[src/logic/tifos_cfg.svh]
// Constants for the trigger input filter and output select block
`ifndef TIFOS_CFG_SVH
`define TIFOS_CFG_SVH

`define TIFOS_CLK_NS          50
`define TIFOS_US_NS           1000
`define TIFOS_CYC_PER_US      ((`TIFOS_US_NS + `TIFOS_CLK_NS - 1) / `TIFOS_CLK_NS)

`define TIFOS_OFS_CTRL        12'h000
`define TIFOS_OFS_FILTER      12'h004
`define TIFOS_OFS_COLOUR_PER  12'h008
`define TIFOS_OFS_STEREO_PER  12'h00C
`define TIFOS_OFS_STATUS      12'h010

`define TIFOS_CTRL_SYNC_SEL   0
`define TIFOS_CTRL_LEVEL      1
`define TIFOS_CTRL_MODE_LO    2
`define TIFOS_CTRL_MODE_HI    4
`define TIFOS_CTRL_PRIO       5

`define TIFOS_STAT_LEVEL      0
`define TIFOS_STAT_LOCKED     1
`define TIFOS_STAT_CNT_LO     16

`define TIFOS_RST_CTRL        32'h0000_0000
`define TIFOS_RST_FILTER      16'h000A
`define TIFOS_RST_PERIOD      16'h8235

`endif

[src/logic/tifos_pkg.sv]
// Types shared by the trigger input filter and output select block
package tifos_pkg;

  typedef enum logic [2:0] {
    TIFOS_MODE_DEFAULT  = 3'h0,
    TIFOS_MODE_LEADER   = 3'h1,
    TIFOS_MODE_FOLLOWER = 3'h2,
    TIFOS_MODE_LOCKED   = 3'h3,
    TIFOS_MODE_EVENT    = 3'h4,
    TIFOS_MODE_BURST    = 3'h5
  } tifos_mode_t;

  typedef enum logic [2:0] {
    TIFOS_F_IDLE  = 3'b001,
    TIFOS_F_COUNT = 3'b010,
    TIFOS_F_HELD  = 3'b100
  } tifos_fstate_t;

endpackage : tifos_pkg

[src/logic/tifos_filter.sv]
// Glitch filter that qualifies the digital input pin
`timescale 1ns/1ps
module tifos_filter #(
  parameter int THR_W = 21
) (
  input  wire logic             pclk,     // Clock
  input  wire logic             presetn,  // Async reset, active low
  input  wire logic             pin_in,   // Raw digital input pin
  input  wire logic [THR_W-1:0] thr,      // Qualifying width in cycles
  output logic                  level,    // Synchronised input level
  output logic                  trig      // One-cycle qualified trigger
);
  import tifos_pkg::*;

  logic              meta_q;
  logic              sync_q;
  tifos_fstate_t     st_q;
  tifos_fstate_t     st_d;
  logic [THR_W-1:0]  cnt_q;
  logic [THR_W-1:0]  cnt_d;
  logic              trig_q;
  logic              trig_d;
  logic [THR_W-1:0]  thr_eff;

  assign thr_eff = (thr == '0) ? THR_W'(1) : thr;
  assign level   = sync_q;
  assign trig    = trig_q;

  always_comb begin
    st_d   = st_q;
    cnt_d  = cnt_q;
    trig_d = 1'b0;
    unique case (st_q)
      TIFOS_F_IDLE: begin
        if (sync_q) begin
          cnt_d = THR_W'(1);
          if (thr_eff == THR_W'(1)) begin
            trig_d = 1'b1;
            st_d   = TIFOS_F_HELD;
          end else begin
            st_d = TIFOS_F_COUNT;
          end
        end
      end
      TIFOS_F_COUNT: begin
        if (!sync_q) begin
          cnt_d = '0;
          st_d  = TIFOS_F_IDLE;
        end else begin
          cnt_d = cnt_q + THR_W'(1);
          if (cnt_d >= thr_eff) begin
            trig_d = 1'b1;
            st_d   = TIFOS_F_HELD;
          end
        end
      end
      TIFOS_F_HELD: begin
        if (!sync_q) begin
          cnt_d = '0;
          st_d  = TIFOS_F_IDLE;
        end
      end
      default: begin
        cnt_d = '0;
        st_d  = TIFOS_F_IDLE;
      end
    endcase
  end

  always_ff @(posedge pclk or negedge presetn) begin
    if (!presetn) begin
      meta_q <= 1'b0;
      sync_q <= 1'b0;
      st_q   <= TIFOS_F_IDLE;
      cnt_q  <= '0;
      trig_q <= 1'b0;
    end else begin
      meta_q <= pin_in;
      sync_q <= meta_q;
      st_q   <= st_d;
      cnt_q  <= cnt_d;
      trig_q <= trig_d;
    end
  end

  // Length of the current run of active input, for checking only
  logic [THR_W-1:0] run_q;
  always_ff @(posedge pclk or negedge presetn) begin
    if (!presetn) begin
      run_q <= '0;
    end else if (!sync_q) begin
      run_q <= '0;
    end else if (run_q != '1) begin
      run_q <= run_q + THR_W'(1);
    end
  end
endmodule : tifos_filter

[src/logic/tifos_top.sv]
// Trigger input filter, output select and colour/stereo frame timing with APB registers
`timescale 1ns/1ps
`include "tifos_cfg.svh"
module tifos_top #(
  parameter int US_W  = 16,
  parameter int THR_W = 21
) (
  input  wire logic        pclk,           // Clock, 20 MHz
  input  wire logic        presetn,        // Async reset, active low
  input  wire logic        psel,           // APB select
  input  wire logic        penable,        // APB enable
  input  wire logic        pwrite,         // APB direction
  input  wire logic [11:0] paddr,          // APB byte address
  input  wire logic [31:0] pwdata,         // APB write data
  output logic [31:0]      prdata,         // APB read data
  output logic             pready,         // APB ready
  output logic             pslverr,        // APB error on unmapped address
  input  wire logic        trig_pin,       // Digital input pin
  output logic             opto_out,       // Isolated output pin level
  output logic             colour_frame,   // Colour frame start pulse
  output logic             stereo_frame,   // Stereo frame start pulse
  output logic             event_trig,     // Qualified trigger in event modes
  output logic             frame_locked    // Colour/stereo lock in force
);
  import tifos_pkg::*;

  localparam int CYC = `TIFOS_CYC_PER_US;

  function automatic logic hit(input logic [11:0] a, input logic [11:0] ofs);
    hit = (a[11:2] == ofs[11:2]);
  endfunction : hit

  logic [31:0]     ctrl_q, ctrl_d;
  logic [US_W-1:0] filt_q, filt_d;
  logic [US_W-1:0] cper_q, cper_d;
  logic [US_W-1:0] sper_q, sper_d;
  logic [31:0]     rdat_q, rdat_d;
  logic            err_q, err_d;
  logic [15:0]     tcnt_q, tcnt_d;

  logic            setup;
  logic            access;
  logic            mapped;
  tifos_mode_t     mode;
  logic            sync_sel;
  logic            man_level;
  logic            prio;

  assign setup     = psel && !penable;
  assign access    = psel && penable;
  assign mapped    = hit(paddr, `TIFOS_OFS_CTRL) || hit(paddr, `TIFOS_OFS_FILTER) ||
                     hit(paddr, `TIFOS_OFS_COLOUR_PER) || hit(paddr, `TIFOS_OFS_STEREO_PER) ||
                     hit(paddr, `TIFOS_OFS_STATUS);
  assign mode      = tifos_mode_t'(ctrl_q[`TIFOS_CTRL_MODE_HI:`TIFOS_CTRL_MODE_LO]);
  assign sync_sel  = ctrl_q[`TIFOS_CTRL_SYNC_SEL];
  assign man_level = ctrl_q[`TIFOS_CTRL_LEVEL];
  assign prio      = ctrl_q[`TIFOS_CTRL_PRIO];
  assign pready    = 1'b1;
  assign prdata    = rdat_q;
  assign pslverr   = err_q;

  // Input filter
  logic             in_level;
  logic             trig;
  logic [THR_W-1:0] thr;

  assign thr = THR_W'(filt_q) * THR_W'(CYC);

  tifos_filter #(
    .THR_W (THR_W)
  ) u_filter (
    .pclk    (pclk),
    .presetn (presetn),
    .pin_in  (trig_pin),
    .thr     (thr),
    .level   (in_level),
    .trig    (trig)
  );

  // Microsecond enable
  logic [4:0] div_q, div_d;
  logic       us_tick;
  assign us_tick = (div_q == 5'(CYC - 1));

  // Frame timers
  logic [US_W-1:0] ccnt_q, ccnt_d;
  logic [US_W-1:0] scnt_q, scnt_d;
  logic            cfr_q, cfr_d;
  logic            sfr_q, sfr_d;
  logic            opto_q, opto_d;
  logic            evt_q, evt_d;
  logic            lock_q, lock_d;
  logic            lock_now;
  logic            follow;

  assign lock_now = ((mode == TIFOS_MODE_DEFAULT) || (mode == TIFOS_MODE_EVENT)) &&
                    !prio &&
                    (cper_q == sper_q);
  assign follow   = (mode == TIFOS_MODE_FOLLOWER) || (mode == TIFOS_MODE_LOCKED);

  always_comb begin
    div_d  = us_tick ? 5'h00 : div_q + 5'h01;
    scnt_d = scnt_q;
    ccnt_d = ccnt_q;
    sfr_d  = 1'b0;
    cfr_d  = 1'b0;
    if (follow && trig) begin
      scnt_d = '0;
      sfr_d  = 1'b1;
    end else if (us_tick) begin
      if (scnt_q >= sper_q - US_W'(1)) begin
        scnt_d = '0;
        sfr_d  = 1'b1;
      end else begin
        scnt_d = scnt_q + US_W'(1);
      end
    end
    if (lock_now) begin
      ccnt_d = scnt_d;
      cfr_d  = sfr_d;
    end else if (us_tick) begin
      if (ccnt_q >= cper_q - US_W'(1)) begin
        ccnt_d = '0;
        cfr_d  = 1'b1;
      end else begin
        ccnt_d = ccnt_q + US_W'(1);
      end
    end
    opto_d = sync_sel ? sfr_d : man_level;
    evt_d  = trig && ((mode == TIFOS_MODE_EVENT) || (mode == TIFOS_MODE_BURST));
    lock_d = lock_now;
  end

  // Register file
  always_comb begin
    ctrl_d = ctrl_q;
    filt_d = filt_q;
    cper_d = cper_q;
    sper_d = sper_q;
    rdat_d = rdat_q;
    err_d  = 1'b0;
    tcnt_d = trig ? tcnt_q + 16'h0001 : tcnt_q;
    if (setup) begin
      err_d  = !mapped;
      rdat_d = 32'h0000_0000;
      if (!pwrite) begin
        if (hit(paddr, `TIFOS_OFS_CTRL)) begin
          rdat_d = ctrl_q;
        end else if (hit(paddr, `TIFOS_OFS_FILTER)) begin
          rdat_d = 32'(filt_q);
        end else if (hit(paddr, `TIFOS_OFS_COLOUR_PER)) begin
          rdat_d = 32'(cper_q);
        end else if (hit(paddr, `TIFOS_OFS_STEREO_PER)) begin
          rdat_d = 32'(sper_q);
        end else if (hit(paddr, `TIFOS_OFS_STATUS)) begin
          rdat_d[`TIFOS_STAT_LEVEL]                          = in_level;
          rdat_d[`TIFOS_STAT_LOCKED]                         = lock_q;
          rdat_d[`TIFOS_STAT_CNT_LO+15:`TIFOS_STAT_CNT_LO]   = tcnt_q;
        end
      end
    end else if (access) begin
      err_d = err_q;
    end
    if (access && pwrite) begin
      if (hit(paddr, `TIFOS_OFS_CTRL)) begin
        ctrl_d = {26'h0, pwdata[5:0]};
      end else if (hit(paddr, `TIFOS_OFS_FILTER)) begin
        filt_d = pwdata[US_W-1:0];
      end else if (hit(paddr, `TIFOS_OFS_COLOUR_PER)) begin
        cper_d = (pwdata[US_W-1:0] == '0) ? US_W'(1) : pwdata[US_W-1:0];
      end else if (hit(paddr, `TIFOS_OFS_STEREO_PER)) begin
        sper_d = (pwdata[US_W-1:0] == '0) ? US_W'(1) : pwdata[US_W-1:0];
      end
    end
  end

  always_ff @(posedge pclk or negedge presetn) begin
    if (!presetn) begin
      ctrl_q <= `TIFOS_RST_CTRL;
      filt_q <= `TIFOS_RST_FILTER;
      cper_q <= `TIFOS_RST_PERIOD;
      sper_q <= `TIFOS_RST_PERIOD;
      rdat_q <= 32'h0000_0000;
      err_q  <= 1'b0;
      tcnt_q <= 16'h0000;
      div_q  <= 5'h00;
      scnt_q <= '0;
      ccnt_q <= '0;
      sfr_q  <= 1'b0;
      cfr_q  <= 1'b0;
      opto_q <= 1'b0;
      evt_q  <= 1'b0;
      lock_q <= 1'b0;
    end else begin
      ctrl_q <= ctrl_d;
      filt_q <= filt_d;
      cper_q <= cper_d;
      sper_q <= sper_d;
      rdat_q <= rdat_d;
      err_q  <= err_d;
      tcnt_q <= tcnt_d;
      div_q  <= div_d;
      scnt_q <= scnt_d;
      ccnt_q <= ccnt_d;
      sfr_q  <= sfr_d;
      cfr_q  <= cfr_d;
      opto_q <= opto_d;
      evt_q  <= evt_d;
      lock_q <= lock_d;
    end
  end

  assign opto_out     = opto_q;
  assign colour_frame = cfr_q;
  assign stereo_frame = sfr_q;
  assign event_trig   = evt_q;
  assign frame_locked = lock_q;

  // Cycles since the last stereo frame; a register write restarts it
  logic [31:0] gap_q, gap_d;

  always_comb begin
    gap_d = gap_q + 32'h0000_0001;
    if (stereo_frame || (access && pwrite)) begin
      gap_d = 32'h0000_0000;
    end
  end

  always_ff @(posedge pclk or negedge presetn) begin
    if (!presetn) begin
      gap_q <= 32'h0000_0000;
    end else begin
      gap_q <= gap_d;
    end
  end
endmodule : tifos_top

[config.mk]
export PLATFORM = sky130hd
export DESIGN_NAME = tifos_top
export DESIGN_NICKNAME = d
export VERILOG_FILES = /design/src/logic/tifos_pkg.sv /design/src/logic/tifos_filter.sv /design/src/logic/tifos_top.sv
export VERILOG_INCLUDE_DIRS = /design/src /design/src/logic
export SDC_FILE = /design/constraint.sdc
export NUM_CORES = 1
export LEC_CHECK = 0
export ABC_AREA = 1
export BUFFER_PORTS_ARGS = -buffer_cell sky130_fd_sc_hd__buf_2
export CAP_MARGIN = 20
export CORE_UTILIZATION = 30
export DETAILED_ROUTE_END_ITERATION = 7
export PLACE_DENSITY = 0.53
export REMOVE_ABC_BUFFERS = 1
export SETUP_SLACK_MARGIN = 0.05
export SKIP_LAST_GASP = 1
export SLEW_MARGIN = 20
export SYNTH_ARGS = -nofsm -noshare
export SYNTH_HDL_FRONTEND = slang
export SYNTH_SLANG_ARGS = --single-unit
[constraint.sdc]
create_clock -name pclk -period 5.35 [get_ports pclk]
set_input_delay 0.535 -clock pclk [delete_from_list [all_inputs] [get_ports pclk]]
set_output_delay 0.535 -clock pclk [all_outputs]
set_load 0.005 [all_outputs]
==> results.py, run 1 <==
metrics = {
    "grt": {
        "grt_pass1_vias": 9703,
        "grt_max_degree": 98,
        "antenna_found_initial": 2,
        "gr-total-overflow": 0,
        "grt_first_pass_wirelength_um": 52400,
        "grt_usage": 0.170,
    },
    "job": {
        "maxCapViolCount": 0,
    },
    "timing": {
        "max_slew.worst_pin.slew_ns": 1.01,
        "maxSlewHeadroom": 0.322,
        "fin_setup_tns_ns": 0,
        "skew_ns": 0.0132,
        "hold_viol": 0,
        "finalSetupViolations": 0,
        "period_share": 0.766,
        "post-route-min-period_ns": 4.10,
        "layout_setup_ws_ns": 1.25,
        "hold_ws_ns": 0.140,
        "timing.fmax_mhz": 244,
        "rsz0062_at_grt": "false",
        "slew_viol_final": 0,
    },
    "synthesis": {
        "syn_inst": 1548,
        "seq_area_frac_synth": 0.371,
        "avgSynthCellArea_um2": 7.53,
        "synth_top_family_by_area": "simple AND/OR/NAND/NOR gates",
        "synth_most_common_cell": "nand2_1",
        "yosysTopAreaCell": "dfrtp_1",
        "synth-simple-area-share": 0.278,
        "yosysWarnings": 0,
        "synth.cell_area_um2": 11700,
        "ys_types": 51,
        "synth_top_area_share": 0.337,
        "synth_common_cells": "391 x nand2_1, 218 x inv_1, 157 x dfrtp_1",
        "synth_edf_count": 0,
        "async_reset_ff_frac": 1.00,
        "synth_seq_cells": 172,
        "synth_fa_ha_area_frac": 0.0951,
        "ys.flop_type": "dfrtp_1",
        "muxShareOfSynthArea": 0,
        "synth_compound_area_frac": 0.108,
        "synthXorXnorAreaFrac": 0.0586,
        "synth_area_leaders": "dfrtp_1 34%, nand2_1 13%, ha_1 9.3%",
    },
    "floorplanning": {
        "start_util": 0.307,
        "dieArea_um2": 39700,
        "coreArea_um2": 37900,
        "pin_count": 89,
        "die_h_um": 199,
        "fp.dieW_um": 199,
        "num_rows": 71,
    },
    "finish": {
        "layout-drive-gt1-share": 0.107,
        "post-route-cell-area_um2": 13100,
        "area_growth_syn_to_layout_pct": 12.2,
        "n_antenna_cell": 0,
        "nets": 1743,
        "final-seq-area_um2": 4320,
        "final_util": 0.345,
        "multi_input_area_um2": 6300,
        "fillers": 4062,
        "final_cells": 2129,
    },
    "routing": {
        "routed_wl_um": 32000,
        "ant_nets": 0,
        "drt-pass1-iter-count": 5,
        "dr.first_iter.drc_count": 777,
        "post_drt_wl_per_cell_um": 15.0,
        "num_vias": 10161,
        "drcViolationCount": 0,
        "vias_per_cell": 4.77,
    },
    "clocking": {
        "cts-root-buf": "clkbuf_16",
        "numCtsBuffers": 17,
        "clkTransAtPathRegs_ns": 0.07,
        "insertion_delay_ns": 0.45,
        "cts_setup_buffers": 0,
        "cts_buffer_depth": 2,
        "clock-sinks": 172,
        "h-tree-depth": 4,
        "cts_tree": "done",
        "cts_resized": 0,
        "postCtsHoldBufs": 0,
    },
    "critical_path": {
        "endpoint": "ccnt_q[11]",
        "rrSetupSlack_ns": 1.25,
        "path_max_fanout": 13,
        "startpoint": "sper_q[0]",
        "r2r_cells": 19,
        "r2r_end": "ccnt_q[11]",
        "cpMostUsedCell": "nand3_1",
        "cp-end-kind": "flop",
        "required_ns": 5.67,
        "crit_slowest_cell": "dfstp_2",
        "slowest_delay_ns": 0.38,
        "startpoint_type": "flop",
        "path_cells": "inv_1, ha_1, nand3_1, nor3_1, nand2_1, inv_1, nand3_1, nor3_1, xor2_1, ha_1, nand4_1, nor3_1, nand3_1, nand3_1, nand2_1, nand2_1, inv_1, nand3_1, o211ai_1",
        "r2r_start": "sper_q[0]",
        "worstSetupPathType": "flop to flop",
        "arrival_ns": 4.41,
    },
    "place": {
        "hpwl_um": 24700,
        "dp_cells": 2097,
        "place_congestion": 0.845,
        "portBuffers": 69,
        "post-place-ws_ns": 1.25,
        "placed_cell_area_um2": 12500,
    },
    "power": {
        "power_leakage_nw": 6.63,
        "pwr_density_cell_nw_per_um2": 222,
        "fin_total_pwr_mw": 2.91,
        "ir_worst_vdd_v": 0.000211,
    },
    "worst_hold_path": {
        "hold_path.class": "input port to asynchronous set/reset pin",
    },
    "run_status": {
        "run_status": "finished, final reports clean",
    },
}
==> registers in the layout (all words and copies together), names as in the netlist, 3 cells and up <==
register	cells
ccnt_q	16
cper_q	16
ctrl_q	6
div_q	5
filt_q	16
prdata	32
scnt_q	16
sper_q	16
tcnt_q	16
u_filter.cnt_q	21
u_filter.st_q	3
==> report_power, final <==
group / internal [mW] / switching, mW / total [mW]
combinational: 0.0832 / 0.206 / 0.289
sequential: 1.34 / 0.0348 / 1.37
clock: 0.699 / 0.548 / 1.25
total: 2.12 / 0.789 / 2.91
==> cells by family after synthesis <==
kind of cell               count (synthesis)
other                                      1
DFF                                      172
xor gates and xnor gates                  78
and+or+nand+nor                          720
adders and majority gates                 88
buffers and inverters                    264
AOI/OAI and AO/OA                        225
==> worst min path at each step <==
stage,startpoint,end,slack [ns],cells past startpoint
after global routing,trig_pin,u_filter.meta_q,0.19,1
after floorplan,presetn,ccnt_q[0],0.24,0
after global placement,u_filter.meta_q,u_filter.level,0.34,0
final,presetn,sper_q[14],0.14,1
after detailed placement,u_filter.meta_q,u_filter.level,0.34,0
after CTS,trig_pin,u_filter.meta_q,0.18,1
==> cell type report <==
class | count | area share
Inverter | 228 | 0.0654
Tap cell | 511 | 0.0489
Sequential cell | 172 | 0.331
Clock buffer | 21 | 0.0344
Multi-Input combinational cell | 1112 | 0.482
Clock inverter | 11 | 0.00928
Timing Repair Buffer | 74 | 0.0298
==> per-layer routing <==
| layer | global-route usage | vias up | wire (um) | share of wire |
|---|---|---|---|---|
| li1 | - | 5186 | - | - |
| met1 | 0.256 | 4753 | 16900 | 0.53 |
| met2 | 0.254 | 201 | 13500 | 0.42 |
| met3 | 0.0221 | 21 | 1220 | 0.038 |
| met4 | 0.0427 | 0 | 350 | 0.011 |
| met5 | 0 | - | 0 | 0 |
==> placed cells by master, fill, tap and decap left out, types with 9 or more instances in the layout <==
master and n:
dfstp_2 15, o21ai_0 104, dfrtp_1 157, clkbuf_16 17, inv_2 9, nand4_1 44
nand3_1 85, ha_1 87, nor3_2 13, buf_2 68, nor3_1 42, o22ai_1 19
xor2_1 71, inv_1 218, o31ai_1 15, nand2_1 391, nor2_1 101, a21oi_1 56
==> critical path: cells and delay by family (launching register included) <==
kind / cells / cell delay [ns]
compound gates: 1 / 0.09
xor+xnor: 1 / 0.11
fa+ha+maj: 2 / 0.51
buf+inv: 3 / 0.58
flops: 1 / 0.38
simple gates: 12 / 2.28
Power figures use the tool's default switching activity.
==> run 2, diff against run 1 <==
Clock period 5.35 ns to 4.1 ns, I/O delays scaled along.
==> run 2 against run 1 <==
First-iteration DRC count fell by 19%. Clock power rose by 36%. Combinational power rose by 31%. Die area did not move. Fmax rose by 9.3%. Critical path depth rose by 6. Sequential share of layout area fell by 0.31 points. Sequential power rose by 31%. Count of clock-buffer cells in the layout fell by 2. Total power rose by 33%. Critical path type unchanged. Largest cell class unchanged. Highest routed layer unchanged.
==> results.py, run 2 (synthesized netlist as in run 1, its figures left out) <==
metrics = {
    "run_status": {
        "run_status": "finished, final reports clean",
    },
    "routing": {
        "vias_per_cell": 4.81,
        "ant_nets": 0,
        "drt-pass1-iter-count": 5,
        "routed_wl_um": 31900,
        "num_vias": 10293,
        "dr.first_iter.drc_count": 632,
        "post_drt_wl_per_cell_um": 14.9,
        "drcViolationCount": 0,
    },
    "finish": {
        "n_antenna_cell": 0,
        "multi_input_area_um2": 6320,
        "fillers": 4031,
        "final_util": 0.348,
        "area_growth_syn_to_layout_pct": 13.2,
        "largest_reg_flops": 32,
        "final-seq-area_um2": 4320,
        "final_common_cell": "nand2_1",
        "nets": 1753,
        "layout_common_cells": "391 x nand2_1, 218 x inv_1, 157 x dfrtp_1, 104 x o21ai_0, 101 x nor2_1",
        "layout-drive-gt1-share": 0.117,
    },
    "clocking": {
        "numCtsBuffers": 17,
        "clkTransAtPathRegs_ns": 0.07,
        "clock-sinks": 172,
        "insertion_delay_ns": 0.45,
        "cts_tree": "done",
        "cts_buffer_depth": 2,
        "h-tree-depth": 4,
        "cts-root-buf": "clkbuf_16",
    },
    "critical_path": {
        "crit_slowest_cell": "dfstp_2",
        "slowest_delay_ns": 0.58,
        "startpoint_type": "flop",
        "worstSetupPathType": "flop to flop",
        "required_ns": 4.41,
        "arrival_ns": 4.05,
        "cpMostUsedCell": "nand2_1",
        "path_max_fanout": 5,
        "cp-end-kind": "flop",
    },
    "timing": {
        "fin_setup_tns_ns": 0,
        "maxSlewHeadroom": 0.316,
        "skew_ns": 0.0162,
        "period_share": 0.914,
        "slew_viol_final": 0,
        "timing.fmax_mhz": 267,
        "finalSetupViolations": 0,
        "hold_viol": 0,
        "max_slew.worst_pin.slew_ns": 1.02,
        "rsz0062_at_grt": "false",
        "post-route-min-period_ns": 3.75,
    },
    "floorplanning": {
        "start_util": 0.307,
        "pin_count": 89,
        "num_rows": 71,
        "coreArea_um2": 37900,
        "fp.dieW_um": 199,
        "die_h_um": 199,
        "dieArea_um2": 39700,
    },
    "grt": {
        "grt_usage": 0.169,
        "gr-total-overflow": 0,
        "grt_first_pass_wirelength_um": 52000,
        "grt_pass1_vias": 9775,
        "grt_max_degree": 77,
        "antenna_found_initial": 0,
    },
    "place": {
        "place_congestion": 0.851,
        "hpwl_um": 24900,
        "portBuffers": 69,
    },
    "power": {
        "power_leakage_nw": 6.71,
        "pwr_density_cell_nw_per_um2": 293,
        "ir_worst_vdd_v": 0.000264,
    },
    "worst_hold_path": {
        "hold_path.class": "input port to asynchronous set/reset pin",
    },
    "job": {
        "maxCapViolCount": 0,
    },
}
==> run 2: cell count changes in the layout (fill, tap and decap cells not counted), sizes merged <==
cell,delta
inv,+6
clkinvlp,-4
buf,+10
clkbuf,-2
==> run 2: metal layers <==
metal,GRT usage,part of all wire
met1,0.246,0.52
met2,0.248,0.41
met3,0.0309,0.048
met4,0.0538,0.019
met5,0,0
==> run 2: metrics by stage <==
stage	cell area, um2	power (mW)	std cells	hold WS (ns)	setup WS, ns
final	13200	3.87	2139	0.0142	0.354
after global routing	13200	4.04	2139	0.0700	0.0581
after CTS	13200	3.90	2138	0.0328	0.209
after detailed placement	12600	2.20	2106	0.358	0.230
after global placement	12600	2.19	2106	0.336	0.286
after floorplan	11500	2.04	1512	0.114	0.788
==> run 2: layout make-up <==
cell class | count | area share
multi-input cells | 1112 | 0.479
flip-flops and latches | 172 | 0.327
inverters | 228 | 0.0648
well taps | 511 | 0.0484
repair buffers | 84 | 0.0352
clock buffers | 19 | 0.0335
clock inverters | 13 | 0.0118
==> run 2: worst paths after layout <==
path | from | slack [ns] | endpoint | cells past startpoint
hold / removal | presetn | 0.01 | filt_q[14] | 1
setup reg to reg | filt_q[1] | 0.35 | u_filter.trig | 25
setup / recovery | filt_q[1] | 0.35 | u_filter.trig | 25
hold reg to reg | u_filter.meta_q | 0.37 | u_filter.level | 0
max in group asynchronous | presetn | 3.05 | filt_q[3] | 2
min in group pclk | trig_pin | 0.08 | u_filter.meta_q | 1
==> run 2: where the power goes <==
part           internal, mW  total, mW  switching (mW)
Clock                 0.933       1.70           0.763
Combinational         0.112      0.378           0.266
Sequential             1.74       1.79          0.0461
Total                  2.79       3.87            1.08
==> run 2: critical path, delay by kind of cell, from the launching register on <==
family | cells | cell delay, ns
AO/OA/AOI/OAI | 3 | 0.39
buffers and inverters | 2 | 0.15
AND/OR/NAND/NOR | 16 | 1.41
adder cells (fa/ha/maj) | 4 | 1.10
flip-flops | 1 | 0.58
==> run 2: repair_timing <==
action                     in CTS  in global routing
setup endpoints to repair       0                 19
resized for setup               0                  5
setup buffers                   0                  1
hold buffers                    0                  0
